$ cat src/pkg/hol_pkg.sv
// hardware option loader: shared constants and types
// assumes a 10 MHz system clock and byte wide option storage
package hol_pkg;

   // option storage: bytes at base, kept inverted so erased reads as off
   localparam int         OPT_BYTES = 3;
   localparam logic [7:0] NVM_BASE  = 8'h00;

   // decoded option word field positions
   localparam int B_LOCK     = 0;
   localparam int ISP_LO     = 1;  // 3 bit size code, 0 = no region
   localparam int B_BOOT_PWR = 4;
   localparam int B_BOOT_ANY = 5;
   localparam int B_BOD_UP   = 6;
   localparam int B_BOD_LO   = 7;
   localparam int B_LBOD_RST = 8;
   localparam int B_HBOD_RST = 9;
   localparam int B_WD_RST   = 10;
   localparam int B_WD_NS    = 11;
   localparam int B_WD_AUTO  = 12;
   localparam int B_WD_IDLE  = 13;
   localparam int PS_LO      = 14; // 3 bit prescaler
   localparam int B_WD_WP    = 17;
   localparam int IAP_LO     = 18; // 6 bit size in 512 byte units

   // register offsets
   localparam logic [3:0] A_WDOG  = 4'h0;
   localparam logic [3:0] A_INAPP_LOWER_BOUNDARY_REG = 4'h1;
   localparam logic [3:0] A_OPT   = 4'h2;
   localparam logic [3:0] A_BOOT  = 4'h3;
   localparam logic [3:0] A_ISPST = 4'h4;

   // watchdog control register fields
   localparam int W_PS_LO = 0;
   localparam int W_IDLE  = 3;
   localparam int W_NS    = 4;
   localparam int W_EN    = 5;
   localparam int W_RST   = 6;
   localparam int W_OVF   = 7;

   // flash map
   localparam logic [15:0] FLASH_TOP = 16'h8000; // one past 0x7fff
   localparam logic [15:0] ISP_STEP  = 16'h0200;
   localparam logic [15:0] APP_START = 16'h0000;
   localparam logic [7:0]  INAPP_LOWER_BOUNDARY_REG_RST = 8'h70;
   localparam logic [7:0]  DUMP_LOCK = 8'hff;

   // cpu reset hold time
   localparam int CLK_NS       = 100;
   localparam int RST_HOLD_NS  = 2000;
   localparam int RST_HOLD_CYC = (RST_HOLD_NS + CLK_NS - 1) / CLK_NS;

   typedef enum logic [1:0] {HOL_S_LOAD, HOL_S_HOLD, HOL_S_RUN}
      hol_state_t;
   typedef enum logic [1:0] {HOL_C_POR, HOL_C_BOD, HOL_C_OTHER}
      hol_cause_t;

endpackage

$ cat src/verilog/hol_opt_reader.sv
// option reader: fetches the option bytes after power-on reset
// assumes storage answers a read strobe with data one cycle later
`timescale 1ns/100ps

module hol_opt_reader #(
   parameter int NB = hol_pkg::OPT_BYTES
) (
   // clock and reset
   input  wire logic          ref_clk,
   input  wire logic          sys_rst,
   // storage port
   output wire logic [7:0]    nvm_addr,
   output wire logic          nvm_rd,
   input  wire logic [7:0]    nvm_rdata,
   // decoded word
   output wire logic [NB*8-1:0] opt_word,
   output wire logic          opt_done
);

   localparam int IW = $clog2(NB + 1);

   typedef struct packed {
      logic [IW-1:0]  idx;
      logic           pend;
      logic           rd;
      logic           done;
      logic [7:0]     addr;
      logic [NB*8-1:0] word;
   } hol_rdr_st_t;

   hol_rdr_st_t q, n;

   // one read at a time; erased cells read all ones, stored inverted
   always_comb begin
      n = q;
      n.rd = 1'b0;
      // storage answers in the cycle after the strobe, not during it
      n.pend = q.rd;
      if (q.pend) begin
         n.word[q.idx*8 +: 8] = ~nvm_rdata;
         n.idx = q.idx + IW'(1);
         n.done = (q.idx == IW'(NB - 1));
      end else if (!q.done && !q.rd) begin
         n.rd = 1'b1;
         n.addr = hol_pkg::NVM_BASE + 8'(q.idx);
      end
   end

   always_ff @(posedge ref_clk) begin
      if (sys_rst) begin
         q <= '0;
      end else begin
         q <= n;
      end
   end

   assign nvm_addr = q.addr;
   assign nvm_rd   = q.rd;
   assign opt_word = q.word;
   assign opt_done = q.done;

endmodule

$ cat src/verilog/hol_sync3.sv
// three stage synchroniser with agreement filter
// assumes input is asynchronous to ref_clk
`timescale 1ns/100ps

module hol_sync3 #(
   parameter int W = 1
) (
   // clock and reset
   input  wire logic         ref_clk,
   input  wire logic         sys_rst,
   // async in, filtered level out
   input  wire logic [W-1:0] async_in,
   output wire logic [W-1:0] level_out
);

   typedef struct packed {
      logic [W-1:0] f1;
      logic [W-1:0] f2;
      logic [W-1:0] f3;
      logic [W-1:0] lvl;
   } hol_sync_st_t;

   hol_sync_st_t q, n;

   // f1 feeds only f2; level moves when f2 and f3 agree
   always_comb begin
      n = q;
      n.f1 = async_in;
      n.f2 = q.f1;
      n.f3 = q.f2;
      for (int i = 0; i < W; i++) begin
         if (q.f2[i] == q.f3[i]) begin
            n.lvl[i] = q.f3[i];
         end
      end
   end

   always_ff @(posedge ref_clk) begin
      if (sys_rst) begin
         q <= '0;
      end else begin
         q <= n;
      end
   end

   assign level_out = q.lvl;

endmodule

$ cat src/verilog/hol_top.sv
// hardware option loader: applies option bits to boot, brown-out
// and watchdog behaviour; holds the cpu in reset until applied
// assumes one clock, synchronous power-on reset, same-clock strobes

`timescale 1ns/100ps

module hol_top #(
   parameter int HOLD_CYC = hol_pkg::RST_HOLD_CYC
) (
   // clock and power-on reset
   input  wire logic        ref_clk,
   input  wire logic        sys_rst,
   // option storage
   output wire logic [7:0]  nvm_addr,
   output wire logic        nvm_rd,
   input  wire logic [7:0]  nvm_rdata,
   // register port
   input  wire logic [3:0]  reg_addr,
   input  wire logic [7:0]  reg_wdata,
   input  wire logic        reg_wr,
   input  wire logic        reg_rd,
   output wire logic [7:0]  reg_rdata,
   // reset sources
   input  wire logic        low_brownout_detector,
   input  wire logic        selectable_brownout_detector,
   input  wire logic        wdog_overflow_flag,
   input  wire logic        ext_rst_req,
   // programmer code dump
   input  wire logic        prog_dump_rd,
   input  wire logic [7:0]  prog_code_byte,
   output wire logic [7:0]  prog_dump_byte,
   output wire logic        prog_dump_vld,
   // cpu and flash map
   output wire logic        cpu_rst,
   output wire logic [15:0] cpu_start_addr,
   output wire logic [15:0] isp_start_addr,
   output wire logic        isp_present,
   output wire logic [7:0]  iap_lower_boundary,
   output wire logic        opt_loaded,
   // brown-out level select
   output wire logic        bod_hi_level_sel_upper,
   output wire logic        bod_hi_level_sel_lower,
   // watchdog control
   output wire logic        wdog_en,
   output wire logic        wdog_reset_enable_bit,
   output wire logic        wdog_nonstop_bit,
   output wire logic        wdog_idle_run_bit,
   output wire logic [2:0]  wdog_prescale_bits
);

   localparam int CW = $clog2(HOLD_CYC + 1);
   localparam int OW = hol_pkg::OPT_BYTES * 8;

   typedef struct packed {
      hol_pkg::hol_state_t st;
      hol_pkg::hol_cause_t cause;
      logic [CW-1:0]       cnt;
      logic [OW-1:0]       opt;
      logic                loaded;
      logic                cpu_rst;
      logic [15:0]         start;
      logic [15:0]         isp;
      logic                isp_on;
      logic [6:0]          wdc;
      logic [7:0]          inapp_lower_boundary_reg;
      logic [7:0]          rdata;
      logic [7:0]          dump;
      logic                dump_vld;
   } hol_top_st_t;

   localparam hol_top_st_t RST_VAL = '{
      st:    hol_pkg::HOL_S_LOAD,
      cause: hol_pkg::HOL_C_POR,
      cpu_rst: 1'b1,
      inapp_lower_boundary_reg: hol_pkg::INAPP_LOWER_BOUNDARY_REG_RST,
      dump:  hol_pkg::DUMP_LOCK,
      default: '0
   };

   hol_top_st_t q, n;

   logic [OW-1:0] rdr_word;
   logic          rdr_done;
   logic          bod_lo_lvl;
   logic          bod_hi_lvl;

   // option fetch after power-on reset
   hol_opt_reader #(
      .NB (hol_pkg::OPT_BYTES)
   ) u_reader (
      .ref_clk   (ref_clk),
      .sys_rst   (sys_rst),
      .nvm_addr  (nvm_addr),
      .nvm_rd    (nvm_rd),
      .nvm_rdata (nvm_rdata),
      .opt_word  (rdr_word),
      .opt_done  (rdr_done)
   );

   // detector outputs are analog and asynchronous
   hol_sync3 #(.W(1)) u_sync_lo (
      .ref_clk   (ref_clk),
      .sys_rst   (sys_rst),
      .async_in  (low_brownout_detector),
      .level_out (bod_lo_lvl)
   );

   hol_sync3 #(.W(1)) u_sync_hi (
      .ref_clk   (ref_clk),
      .sys_rst   (sys_rst),
      .async_in  (selectable_brownout_detector),
      .level_out (bod_hi_lvl)
   );

   // decode of the freshly read word; brown-out events from the latched options, watchdog event from the control register
   logic [2:0]  isp_code;
   logic [15:0] isp_dec;
   logic [15:0] iap_base;
   logic        lbod_ev;
   logic        hbod_ev;
   logic        wd_ev;

   always_comb begin
      isp_code = rdr_word[hol_pkg::ISP_LO +: 3];
      // region always ends at 0x7fff; only the start moves
      isp_dec  = hol_pkg::FLASH_TOP
               - (16'(isp_code) + 16'h0001) * hol_pkg::ISP_STEP;
      iap_base = (isp_code != 3'h0) ? isp_dec : hol_pkg::FLASH_TOP;
      lbod_ev  = bod_lo_lvl && q.opt[hol_pkg::B_LBOD_RST];
      hbod_ev  = bod_hi_lvl && q.opt[hol_pkg::B_HBOD_RST];
      wd_ev    = wdog_overflow_flag && q.wdc[hol_pkg::W_RST];
   end

   // sequencer, watchdog control, registers and dump path
   always_comb begin
      n = q;
      n.rdata = 8'h00;
      n.dump_vld = prog_dump_rd;
      unique case (q.st)
         hol_pkg::HOL_S_LOAD: begin
            n.cpu_rst = 1'b1;
            if (rdr_done) begin
               // word is latched once here and never rewritten
               n.opt    = rdr_word;
               n.loaded = 1'b1;
               n.isp    = isp_dec;
               n.isp_on = (isp_code != 3'h0);
               n.inapp_lower_boundary_reg  = iap_base[15:8]
                        - {1'b0, rdr_word[hol_pkg::IAP_LO +: 6], 1'b0};
               n.wdc = '0;
               n.wdc[hol_pkg::W_RST] = rdr_word[hol_pkg::B_WD_RST];
               n.wdc[hol_pkg::W_NS]  = rdr_word[hol_pkg::B_WD_NS];
               if (rdr_word[hol_pkg::B_WD_AUTO]) begin
                  n.wdc[hol_pkg::W_EN]   = 1'b1;
                  n.wdc[hol_pkg::W_IDLE] = rdr_word[hol_pkg::B_WD_IDLE];
                  n.wdc[hol_pkg::W_PS_LO +: 3] =
                     rdr_word[hol_pkg::PS_LO +: 3];
               end
               // power-up: either boot option selects the loader when a region is present
               n.start = ((isp_code != 3'h0)
                         && (rdr_word[hol_pkg::B_BOOT_PWR]
                         || rdr_word[hol_pkg::B_BOOT_ANY]))
                       ? isp_dec : hol_pkg::APP_START;
               n.cause = hol_pkg::HOL_C_POR;
               n.cnt   = CW'(HOLD_CYC);
               n.st    = hol_pkg::HOL_S_HOLD;
            end
         end
         hol_pkg::HOL_S_HOLD: begin
            if (q.cnt == '0) begin
               n.cpu_rst = 1'b0;
               n.st = hol_pkg::HOL_S_RUN;
            end else begin
               n.cnt = q.cnt - CW'(1);
            end
         end
         hol_pkg::HOL_S_RUN: begin
            if (lbod_ev || hbod_ev) begin
               // brown-out always restarts the application
               n.start = hol_pkg::APP_START;
               n.cause = hol_pkg::HOL_C_BOD;
               n.cpu_rst = 1'b1;
               n.cnt = CW'(HOLD_CYC);
               n.st = hol_pkg::HOL_S_HOLD;
            end else if (wd_ev || ext_rst_req) begin
               n.start = (q.isp_on && q.opt[hol_pkg::B_BOOT_ANY])
                       ? q.isp : hol_pkg::APP_START;
               n.cause = hol_pkg::HOL_C_OTHER;
               n.cpu_rst = 1'b1;
               n.cnt = CW'(HOLD_CYC);
               n.st = hol_pkg::HOL_S_HOLD;
            end
         end
         default: n.st = hol_pkg::HOL_S_LOAD; // illegal code, reload
      endcase

      // writes wait for options, else protection would be unknown
      if (reg_wr && q.loaded) begin
         case (reg_addr)
            hol_pkg::A_WDOG: begin
               // enable is set-only, it cannot be switched off
               n.wdc[hol_pkg::W_EN] = q.wdc[hol_pkg::W_EN]
                                    | reg_wdata[hol_pkg::W_EN];
               if (!q.opt[hol_pkg::B_WD_WP]) begin
                  n.wdc[hol_pkg::W_RST]  = reg_wdata[hol_pkg::W_RST];
                  n.wdc[hol_pkg::W_NS]   = reg_wdata[hol_pkg::W_NS];
                  n.wdc[hol_pkg::W_IDLE] = reg_wdata[hol_pkg::W_IDLE];
                  n.wdc[hol_pkg::W_PS_LO +: 3] =
                     reg_wdata[hol_pkg::W_PS_LO +: 3];
               end
            end
            hol_pkg::A_INAPP_LOWER_BOUNDARY_REG: n.inapp_lower_boundary_reg = reg_wdata;
            // option views are read only
            default: n.inapp_lower_boundary_reg = q.inapp_lower_boundary_reg;
         endcase
      end

      // read data stand one cycle, zero otherwise
      if (reg_rd) begin
         case (reg_addr)
            hol_pkg::A_WDOG:  n.rdata = {wdog_overflow_flag, q.wdc};
            hol_pkg::A_INAPP_LOWER_BOUNDARY_REG: n.rdata = q.inapp_lower_boundary_reg;
            hol_pkg::A_OPT:   n.rdata = {q.opt[hol_pkg::B_LOCK],
                                         q.isp_on,
                                         q.opt[hol_pkg::B_BOOT_PWR],
                                         q.opt[hol_pkg::B_BOOT_ANY],
                                         q.opt[hol_pkg::B_LBOD_RST],
                                         q.opt[hol_pkg::B_HBOD_RST],
                                         q.opt[hol_pkg::B_WD_WP],
                                         q.opt[hol_pkg::B_WD_AUTO]};
            hol_pkg::A_BOOT:  n.rdata = {4'h0, 2'(q.cause),
                                         q.start != hol_pkg::APP_START,
                                         q.loaded};
            hol_pkg::A_ISPST: n.rdata = q.isp[15:8];
            default:          n.rdata = 8'h00;
         endcase
      end

      // unknown lock state before load is treated as locked
      if (prog_dump_rd) begin
         n.dump = (!q.loaded || q.opt[hol_pkg::B_LOCK])
                ? hol_pkg::DUMP_LOCK : prog_code_byte;
      end
   end

   always_ff @(posedge ref_clk) begin
      if (sys_rst) begin
         q <= RST_VAL;
      end else begin
         q <= n;
      end
   end

   // outputs straight from state flops
   assign reg_rdata              = q.rdata;
   assign prog_dump_byte         = q.dump;
   assign prog_dump_vld          = q.dump_vld;
   assign cpu_rst                = q.cpu_rst;
   assign cpu_start_addr         = q.start;
   assign isp_start_addr         = q.isp;
   assign isp_present            = q.isp_on;
   assign iap_lower_boundary     = q.inapp_lower_boundary_reg;
   assign opt_loaded             = q.loaded;
   assign bod_hi_level_sel_upper = q.opt[hol_pkg::B_BOD_UP];
   assign bod_hi_level_sel_lower = q.opt[hol_pkg::B_BOD_LO];
   assign wdog_en                = q.wdc[hol_pkg::W_EN];
   assign wdog_reset_enable_bit  = q.wdc[hol_pkg::W_RST];
   assign wdog_nonstop_bit       = q.wdc[hol_pkg::W_NS];
   assign wdog_idle_run_bit      = q.wdc[hol_pkg::W_IDLE];
   assign wdog_prescale_bits     = q.wdc[hol_pkg::W_PS_LO +: 3];
endmodule
$ cat config.mk
export PLATFORM = sky130hd
export DESIGN_NAME = hol_top
export DESIGN_NICKNAME = d
export VERILOG_FILES = /design/src/pkg/hol_pkg.sv /design/src/verilog/hol_opt_reader.sv /design/src/verilog/hol_sync3.sv /design/src/verilog/hol_top.sv
export SDC_FILE = /design/constraint.sdc
export NUM_CORES = 1
export LEC_CHECK = 0
export BUFFER_PORTS_ARGS = -buffer_cell sky130_fd_sc_hd__buf_2
export CAP_MARGIN = 40
export CORE_MARGIN = 2
export CORE_UTILIZATION = 50
export CTS_CLUSTER_DIAMETER = 200
export DETAILED_ROUTE_END_ITERATION = 8
export PLACE_DENSITY = 0.83
export SKIP_CTS_REPAIR_TIMING = 1
export SLEW_MARGIN = 25
export SYNTH_ARGS = -nofsm -noshare
export SYNTH_HDL_FRONTEND = slang
export SYNTH_HIERARCHICAL = 1
export SYNTH_SLANG_ARGS = --single-unit
$ cat constraint.sdc
create_clock -name ref_clk -period 3 [get_ports ref_clk]
set_clock_uncertainty 0.1 [all_clocks]
set_input_delay 0.45 -clock ref_clk [delete_from_list [all_inputs] [get_ports ref_clk]]
set_output_delay 0.45 -clock ref_clk [all_outputs]
set_load 0.05 [all_outputs]
---- After elaboration in Yosys (flattened, before gate mapping) ----
Cells that the tools add are included.
storage, ports and cells
  ROM bits ................................ 0
  bits of input ports ..................... 37
  memories ................................ 0
  flip-flop bits (word level) ............. 139
  RAM bits ................................ 0
  output and inout port bits .............. 78
  latch bits .............................. 0
cells by class
  shift operators ......................... 2
  equal/unequal tests ..................... 14
  muxes and demuxes ....................... 29
  divide/modulo/power cells ............... 0
  bitwise gates (word level) .............. 4
  reduce and logical (&&, ||, !) cells .... 29
  magnitude comparators ................... 0
  multipliers ............................. 0
  $add $sub $neg .......................... 6
operator list
  kind                       number
  $mux W16                   3
  $mux W48                   1
  $pmux W8 S5                1
  $mux W17                   2
  $mux W34                   1
  $neg A5 Y34                1
  $shift A8 B34 Y24 const A  1
  $shiftx A8 B34 Y24         1
  $pmux W16 S2               1
  $mux W15                   2
  $bwmux W24                 1
  $mux W9                    2
  $pmux W8 S2                1
  $reduce_bool A16 Y1        1
  $sub A16 B13 Y16 const A   1
  $pmux W5 S3                1
  $mux W5                    2
  $reduce_and A3 Y1          3
  $eq A4 B2 Y1 const B       2
  $mux W8                    1
  $not A8 Y8                 1
  $sub A8 B7 Y8              1
  $logic_and A1 B1 Y1        7
  $mux W7                    1
  30 further kinds           45

---- Depth between registers and ports, before layout ----
Gate-level depths: netlist (run 1).
  depth after elaboration ................. 9
  mapped depth ............................ 13
  depth with buffers taken out ............ 12

---- By module ----
Netlist (run 1), hierarchy kept.
by module, submodules not included
  module          area each (um2)  cells an instance  instances
  hol_top         4,037.6          495                1
  hol_opt_reader  1,407.6          134                1
  hol_sync3       112.6            10                 2

---- Worst setup path after synthesis (run 1) ----
OpenSTA, ideal clock, no wires.
  kind .................................... register -> register
  start ................................... reg u_reader.q, in the netlist u_reader/opt_word[1]
  end ..................................... reg q, in the netlist iap_lower_boundary[6]
  setup slack ............................. 163 ps
  data arrival time ....................... 2,615 ps
  period minus slack after synthesis ...... 2,837 ps
  cell stages (with the launch flop) ...... 10
  setup time .............................. 122 ps
  cells stage by stage .................... dfxtp_1 -> buf_4 -> ha_1 -> or2_2 -> a211oi_1 -> nor2_1 -> ha_1 -> nor3b_1 -> or4_1 -> o32a_1
on the way
  cells in the longest elaborated chain, start to end .. 8
  elaborated cells on any way between the ends .. 9
  classes of those cells .................. 3 x add/sub; 5 x mux; 1 x reduce/logical
ends and longest elaborated chain
  what                    RTL line              RTL
  from (decl)             hol_opt_reader.sv:31  hol_rdr_st_t q, n;
  from (signal assigned)  hol_opt_reader.sv:53  q <= n;
  $add A3 B1 Y4           hol_top.sv:127        - (16'(isp_code) + 16'h0001) * hol_pkg::ISP_STEP;
  $sub A16 B13 Y16        hol_top.sv:127
  $mux W16 *              hol_top.sv:128        iap_base = (isp_code != 3'h0) ? isp_dec : hol_pkg::FLASH_TOP;
  $sub A8 B7 Y8 *         hol_top.sv:149        - {1'b0, rdr_word[hol_pkg::IAP_LO +: 6], 1'b0};
  $mux W48 *              hol_top.sv:142        if (rdr_done) begin
  $mux W15 *              hol_top.sv:139        unique case (q.st)
  $pmux W8 S2             hol_top.sv:199        case (reg_addr)
  $mux W15 *              hol_top.sv:198        if (reg_wr && q.loaded) begin
  to (signal assigned)    hol_top.sv:250        q <= n;
  to (decl)               hol_top.sv:80         hol_top_st_t q, n;
Every way passes the cells marked *; elsewhere a longest branch is shown, timed or not. The select of a mux whose other input is x is not followed.
A chain may end at the register's enable or synchronous reset.

---- Worst setup path in the final report (run 1) ----
Ends and elaborated chain as after synthesis.

==> results of run 1 <==
-- state kept, by name (all words and copies together), names as in the netlist, 2 cells and up --
name	count
cpu_start_addr	7
iap_lower_boundary	8
isp_start_addr	7
prog_dump_byte	8
q	16
reg_rdata	8
u_reader/nvm_addr	2
u_reader/opt_word	24
u_reader/q	3
u_sync_hi/n	2
u_sync_lo/n	2
wdog_prescale_bits	3
-- worst reg2reg max path: stages, from the launching register on --
cell and delay [ps]:
dfxtp_2 350, ha_1 260, or2_2 320, a211oi_2 280, nor2_1 80, ha_1 350, nor3b_1 180, or4_1 480
o32a_1 360
-- worst paths after layout --
| path | start | end | slack [ps] |
|---|---|---|---|
| hold reg to reg | u_sync_lo/n[2] | u_sync_lo/n[1] | 340 |
| setup / recovery | u_reader/opt_word[1] | iap_lower_boundary[6] | 150 |
| hold / removal | selectable_brownout_detector | u_sync_hi/n[2] | 220 |
| setup reg to reg | u_reader/opt_word[1] | iap_lower_boundary[6] | 150 |
-- cell type report --
| class | instances | share of cell area [%] |
|---|---|---|
| multi-input cells | 424 | 46.05 |
| flip-flops and latches | 106 | 35.83 |
| repair buffers | 99 | 9.164 |
| clock buffers | 10 | 4.033 |
| well taps | 140 | 2.956 |
| inverters | 18 | 1.140 |
| clock inverters | 6 | 0.8235 |
-- cell families after synthesis --
group	count (synthesis)	synth area share, %
DFF	106	37.42
buffers and inverters	141	16.33
xor gates and xnor gates	6	0.9269
adders and majority gates	21	4.766
muxes	6	1.721
other	2	0.1324
and+or+nand+nor	225	20.34
AOI/OAI and AO/OA	142	18.36
-- stage by stage --
step	power (mW)	area, µm²
after CTS	3.358	5881
after floorplan	2.136	5753
final	3.362	5926
after global placement	2.212	5593
after detailed placement	2.238	5593
after global routing	3.509	5926
-- metal layers --
layer	global-route usage (%)	vias to the layer above
met2	32.39	270
met3	5.598	42
met5	0	-
met4	10.00	0
met1	27.65	2128
li1	-	2195
-- cells in the mapped netlist (13+ instances only) --
cell and count:
dfxtp_1 106, buf_4 92, nor2_1 84, nand2_1 49
a21oi_1 47, a32o_1 24, ha_1 20, inv_1 18
clkbuf_1 17, nor2b_1 17, a211oi_1 13
-- power by group --
part / switching [mW] / internal (mW) / total, mW / leakage, nW
clock network: 0.543 / 0.593 / 1.14 / 0.132
registers: 0.0529 / 1.46 / 1.51 / 0.858
logic: 0.486 / 0.227 / 0.713 / 1.31
total: 1.08 / 2.28 / 3.36 / 2.30
==> flow_summary_export.csv, run 1 <==
group,metric,value,unit
critical_path,path_depth,8,
sta,whs,217.4,ps
placement,place_worst_setup_slack,20.88,ps
critical_path,path_cells,"ha_1, or2_2, a211oi_2, nor2_1, ha_1, nor3b_1, or4_1, o32a_1",
critical_path,ff2ff_path_depth,8,
critical_path,worstPathMaxFanout,6,
critical_path,path_buf_inv,0,
synth,ys.flop_type,"dfxtp_1",
routing,drt_first_pass_iters,6,
synth,syn_area,0.005670,mm²
placement,dp.cells,786,
routing,drc,0,
sta,max_clock_freq,0.3507,GHz
sta,hold_viol,0,
critical_path,cpPeakStageDelay,480,ps
clock_tree,cts_tree,"yes",
clock_tree,h-tree-depth,3,
critical_path,crit_top_cell,"ha_1",
routing,drt_wl_total,13.22,mm
power_and_ir_drop,leakagePower,2.303,nW
routing,top_layer,"met4",
sta,slew_headroom,53.20,%
floorplan,fp.dieH,110.5,µm
final_layout,drive_gt1_share,21.87,%
synth,synthCells,649,
sta,finalCriticalPeriod,2851,ps
sta,rsz0062_at_grt,"no",
floorplan,die_x,110.5,µm
critical_path,criticalPathCategory,"flip-flop to flip-flop",
critical_path,cp.required,3140,ps
routing,dr_wl_met3,1.252,mm
power_and_ir_drop,p_per_area,567.4,mW/mm²
synth,synth-seq-cells,106,
worst_hold_path,hold_depth,2,
routing,viasPerCell,5.772,
sta,drv_slew,0,
floorplan,dieArea,0.01221,mm²
routing,wl_met1,5.555,mm
critical_path,critPathTopFamily,"simple AND/OR/NAND/NOR gates",
final_layout,final_cells,803,
synth,netlist_top_cells_area,"dfxtp_1 (37%), buf_4 (12%), nor2_1 (5.6%), ha_1 (4.4%), a32o_1 (4.2%)",
clock_tree,clock_latency,350,ps
critical_path,cp_slowest_cell,"or4_1",
critical_path,cp-start-kind,"flip-flop",
floorplan,fp.coreArea,0.01094,mm²
grt,grt_pass1_wl,21.37,mm
grt,grtUsageTotal,21.11,%
final_layout,fillers,998,
job,cap_viol_max_count,0,
clock_tree,cts_sinks,106,
final_layout,areaGrowthSynthToFinish,4.501,%
sta,setup_viol,0,
sta,fin_tns_setup,0,ps
power_and_ir_drop,ir_worst_vdd,0.4067,mV
final_layout,final_common_cell,"dfxtp_1",
floorplan,start_util,51.85,%
sta,setup_slack,148.9,ps
sta,tightest_slew,702.0,ps
synth,syn_avg_cell_area,8.737,µm²
synth,yosysSeqAreaShare,37.42,%
run_status,status,"completed",
routing,vias,4635,
clock_tree,cts_buffers,9,
placement,port_buffers,90,
critical_path,critPathArrivalTime,2990,ps
worst_hold_path,min_path_type,"input port to flip-flop",
final_layout,final_cell_mix,"dfxtp_1 (105), buf_2 (90), nor2_1 (84)",
grt,antenna_found_initial,0,
synth,synth_enable_flop_cells,0,
synth,synth_top_area_share,37.42,%
floorplan,rows,38,
clock_tree,clkTransAtPathRegs,80,ps
routing,avgRoutedWirePerCell,16.46,µm
synth,yosys.area.top_type,"dfxtp_1",
routing,drt_first_iter_violations,313,
clock_tree,clockRootBuffer,"clkbuf_16",
synth,yosys_warnings,6,
sta,fin_crit_sh,95.04,%
grt,grt_overflow_total,0,
grt,grt_start_max_net_pins,46,
final_layout,utilization,54.19,%
routing,dr_wl_met2,5.858,mm
critical_path,cp-end-kind,"flip-flop",
final_layout,n_antenna_cell,0,
grt,grt_pass1_vias,4303,
clock_tree,clk_path_buf_depth,2,
synth,ys_types,67,
synth,async_flop_share,0,%
floorplan,io_pins,115,
placement,place.gp.congestion,0.9180,
final_layout,nNetsFinal,716,
final_layout,multi_input_area,0.002729,mm²
placement,dp_hpwl,9.978,mm
final_layout,regArea,0.002123,mm²
routing,ant_nets,0,
Power figures use the tool's default switching activity.
==> inputs of run 2 (changes only) <==
--- a/config.mk
+++ b/config.mk
@@ -8,10 +8,10 @@
 export BUFFER_PORTS_ARGS = -buffer_cell sky130_fd_sc_hd__buf_2
 export CAP_MARGIN = 40
 export CORE_MARGIN = 2
-export CORE_UTILIZATION = 50
+export CORE_UTILIZATION = 55
 export CTS_CLUSTER_DIAMETER = 200
 export DETAILED_ROUTE_END_ITERATION = 8
-export PLACE_DENSITY = 0.83
+export PLACE_DENSITY = 0.86
 export SKIP_CTS_REPAIR_TIMING = 1
 export SLEW_MARGIN = 25
 export SYNTH_ARGS = -nofsm -noshare
==> constraint.sdc (replaced) <==
create_clock -name ref_clk -period 2.95 [get_ports ref_clk]
set_clock_uncertainty 0.1 [all_clocks]
set_input_delay 0.4425 -clock ref_clk [delete_from_list [all_inputs] [get_ports ref_clk]]
set_output_delay 0.4425 -clock ref_clk [all_outputs]
set_load 0.05 [all_outputs]
==> run 2 against run 1 <==
  * Non-clock buffer count up 3
  * Die area down 8.8%
  * Design area shrank 1.5%
  * Sequential power is essentially flat
  * Worst hold slack got worse by 28 ps
  * Wire length down 0.53%
  * Combinational power up 3%
  * Clock power is 21% lower
  * Final cell count down 0.12%
==> flow_summary_export.csv, run 2 (synthesis results as in run 1) <==
group,metric,value,unit
run_status,status,"completed",
critical_path,cp-end-kind,"flip-flop",
final_layout,fillers,895,
power_and_ir_drop,p_per_area,542.3,mW/mm²
sta,fin_crit_sh,96.77,%
sta,max_clock_freq,0.3503,GHz
sta,fin_tns_setup,0,ps
critical_path,cp-start-kind,"flip-flop",
critical_path,ff2ff_path_depth,8,
critical_path,critPathArrivalTime,3010,ps
placement,dp_hpwl,10.02,mm
job,cap_viol_max_count,0,
power_and_ir_drop,pwr-share-comb,23.1,%
power_and_ir_drop,ir_worst_vdd,0.2808,mV
critical_path,worstPathMaxFanout,6,
power_and_ir_drop,pwr-share-clk,28.3,%
final_layout,drive_gt1_share,22.22,%
critical_path,rrSetupSlack,100,ps
final_layout,areaGrowthSynthToFinish,2.935,%
grt,grt_overflow_total,0,
routing,drt_wl_total,13.15,mm
routing,viasPerCell,5.688,
worst_hold_path,hold_depth,2,
clock_tree,clk_path_buf_depth,2,
floorplan,start_util,55.68,%
worst_hold_path,hold-path-endpoint,"u_sync_lo/n[2]",
clock_tree,cts_sinks,106,
placement,place.gp.congestion,0.9327,
power_and_ir_drop,p_switching,1.037,mW
grt,grt_pass1_vias,4131,
critical_path,cp.required,3100,ps
grt,grt_pass1_wl,21.13,mm
critical_path,r2r_start,"u_reader/opt_word[1]",
floorplan,dieArea,0.01114,mm²
worst_hold_path,min_path_type,"input port to flip-flop",
clock_tree,clockRootBuffer,"clkbuf_8",
sta,drv_slew,0,
routing,drt_first_iter_violations,328,
sta,tightest_slew,715.3,ps
power_and_ir_drop,leakagePower,2.282,nW
routing,avgRoutedWirePerCell,16.40,µm
grt,grt_start_max_net_pins,29,
grt,grtUsageTotal,23.70,%
final_layout,final_cell_mix,"dfxtp_1 (104), buf_2 (90), nor2_1 (84)",
floorplan,fp.coreArea,0.01018,mm²
sta,hold_viol,0,
worst_hold_path,hold_path_startpoint,"low_brownout_detector",
power_and_ir_drop,total_power,3.165,mW
critical_path,criticalPathCategory,"flip-flop to flip-flop",
power_and_ir_drop,sw_frac_of_total,32.75,%
sta,finalCriticalPeriod,2855,ps
final_layout,final_common_cell,"dfxtp_1",
clock_tree,h-tree-depth,3,
floorplan,fp.dieH,105.5,µm
final_layout,n_antenna_cell,0,
routing,drt_first_pass_iters,5,
routing,drc,0,
grt,antenna_found_initial,0,
final_layout,largest_register_ffs,24,
sta,setup_viol,0,
critical_path,r2r_end,"iap_lower_boundary[6]",
final_layout,utilization,57.31,%
clock_tree,cts_tree,"yes",
floorplan,die_x,105.5,µm
floorplan,io_pins,115,
final_layout,nNetsFinal,719,
floorplan,rows,37,
placement,port_buffers,90,
clock_tree,clkTransAtPathRegs,100,ps
power_and_ir_drop,seqPwrFrac,48.6,%
sta,slew_headroom,52.19,%
clock_tree,cts_buffers,9,
power_and_ir_drop,p_int,2.129,mW
clock_tree,clock_latency,370,ps
routing,vias,4562,
routing,ant_nets,0,
-- run 2: cell count changes in the layout (fill, tap and decap cells not counted), moves of 2 or more --
cell        before  now
buf_12           2    0
buf_4            7   11
clkbuf_16        9    0
clkbuf_8         1   10
clkinv_2         0    3
clkinvlp_4       3    0
ha_2             0    2
inv_6            2    0
-- run 2: metal layers --
metal  GRT usage, %  vias to the layer above  wire [µm]
li1               -                     2203          -
met1          32.78                     2120       5910
met2          37.37                      220       6031
met3          3.401                       19        960
met4          9.398                        0        248
met5              0                        -          0
-- run 2: worst max-delay path by stage --
stage,startpoint,endpoint,slack [ps],cells past startpoint
6_report,u_reader/opt_word[1],iap_lower_boundary[6],100,8
5_1_grt,u_reader/opt_word[1],iap_lower_boundary[6],-30,11
4_1_cts,u_reader/opt_word[1],iap_lower_boundary[6],-7,11
3_5_place_dp,u_reader/opt_word[1],iap_lower_boundary[6],20,10
3_3_place_gp,u_reader/opt_word[1],iap_lower_boundary[6],130,10
2_1_floorplan,u_reader/opt_word[1],iap_lower_boundary[6],110,9
-- run 2: layout make-up --
| cell class | instances | area, µm² | share of cell area (%) |
|---|---|---|---|
| Clock inverter | 5 | 53.80 | 0.9218 |
| Sequential cell | 106 | 2125 | 36.40 |
| Multi-Input combinational cell | 424 | 2719 | 46.58 |
| Inverter | 18 | 67.56 | 1.158 |
| Tap cell | 136 | 170.2 | 2.915 |
| Timing Repair Buffer | 102 | 560.5 | 9.603 |
| Clock buffer | 11 | 141.4 | 2.422 |
-- run 2: stage by stage --
step / instances / area [µm²] / hold WS [ps] / setup WS (ps)
4_1_cts: 802 / 5821 / 177.8 / -7.397
3_3_place_gp: 785 / 5598 / 324.3 / 125.8
5_1_grt: 802 / 5837 / 179.2 / -27.53
2_1_floorplan: 671 / 5753 / 313.8 / 113.2
6_report: 802 / 5837 / 189.5 / 95.31
3_5_place_dp: 786 / 5625 / 327.2 / 22.54
-- run 2: power groups by stage --
stage	sequential, mW	combinational (mW)	clock [mW]
finish	1.54	0.732	0.896
global route	1.55	0.809	0.961
detailed placement	1.57	0.717	0
CTS	1.54	0.721	0.902
global placement	1.57	0.688	0
floorplan	1.57	0.598	0
-- run 2: worst max-delay path: stages, from the launching register on --
cell and delay [ps]:
dfxtp_2 360, ha_1 250, or2_2 320, a211oi_2 290, nor2_1 90, ha_1 360, nor3b_1 160, or4_1 460
o32a_1 340
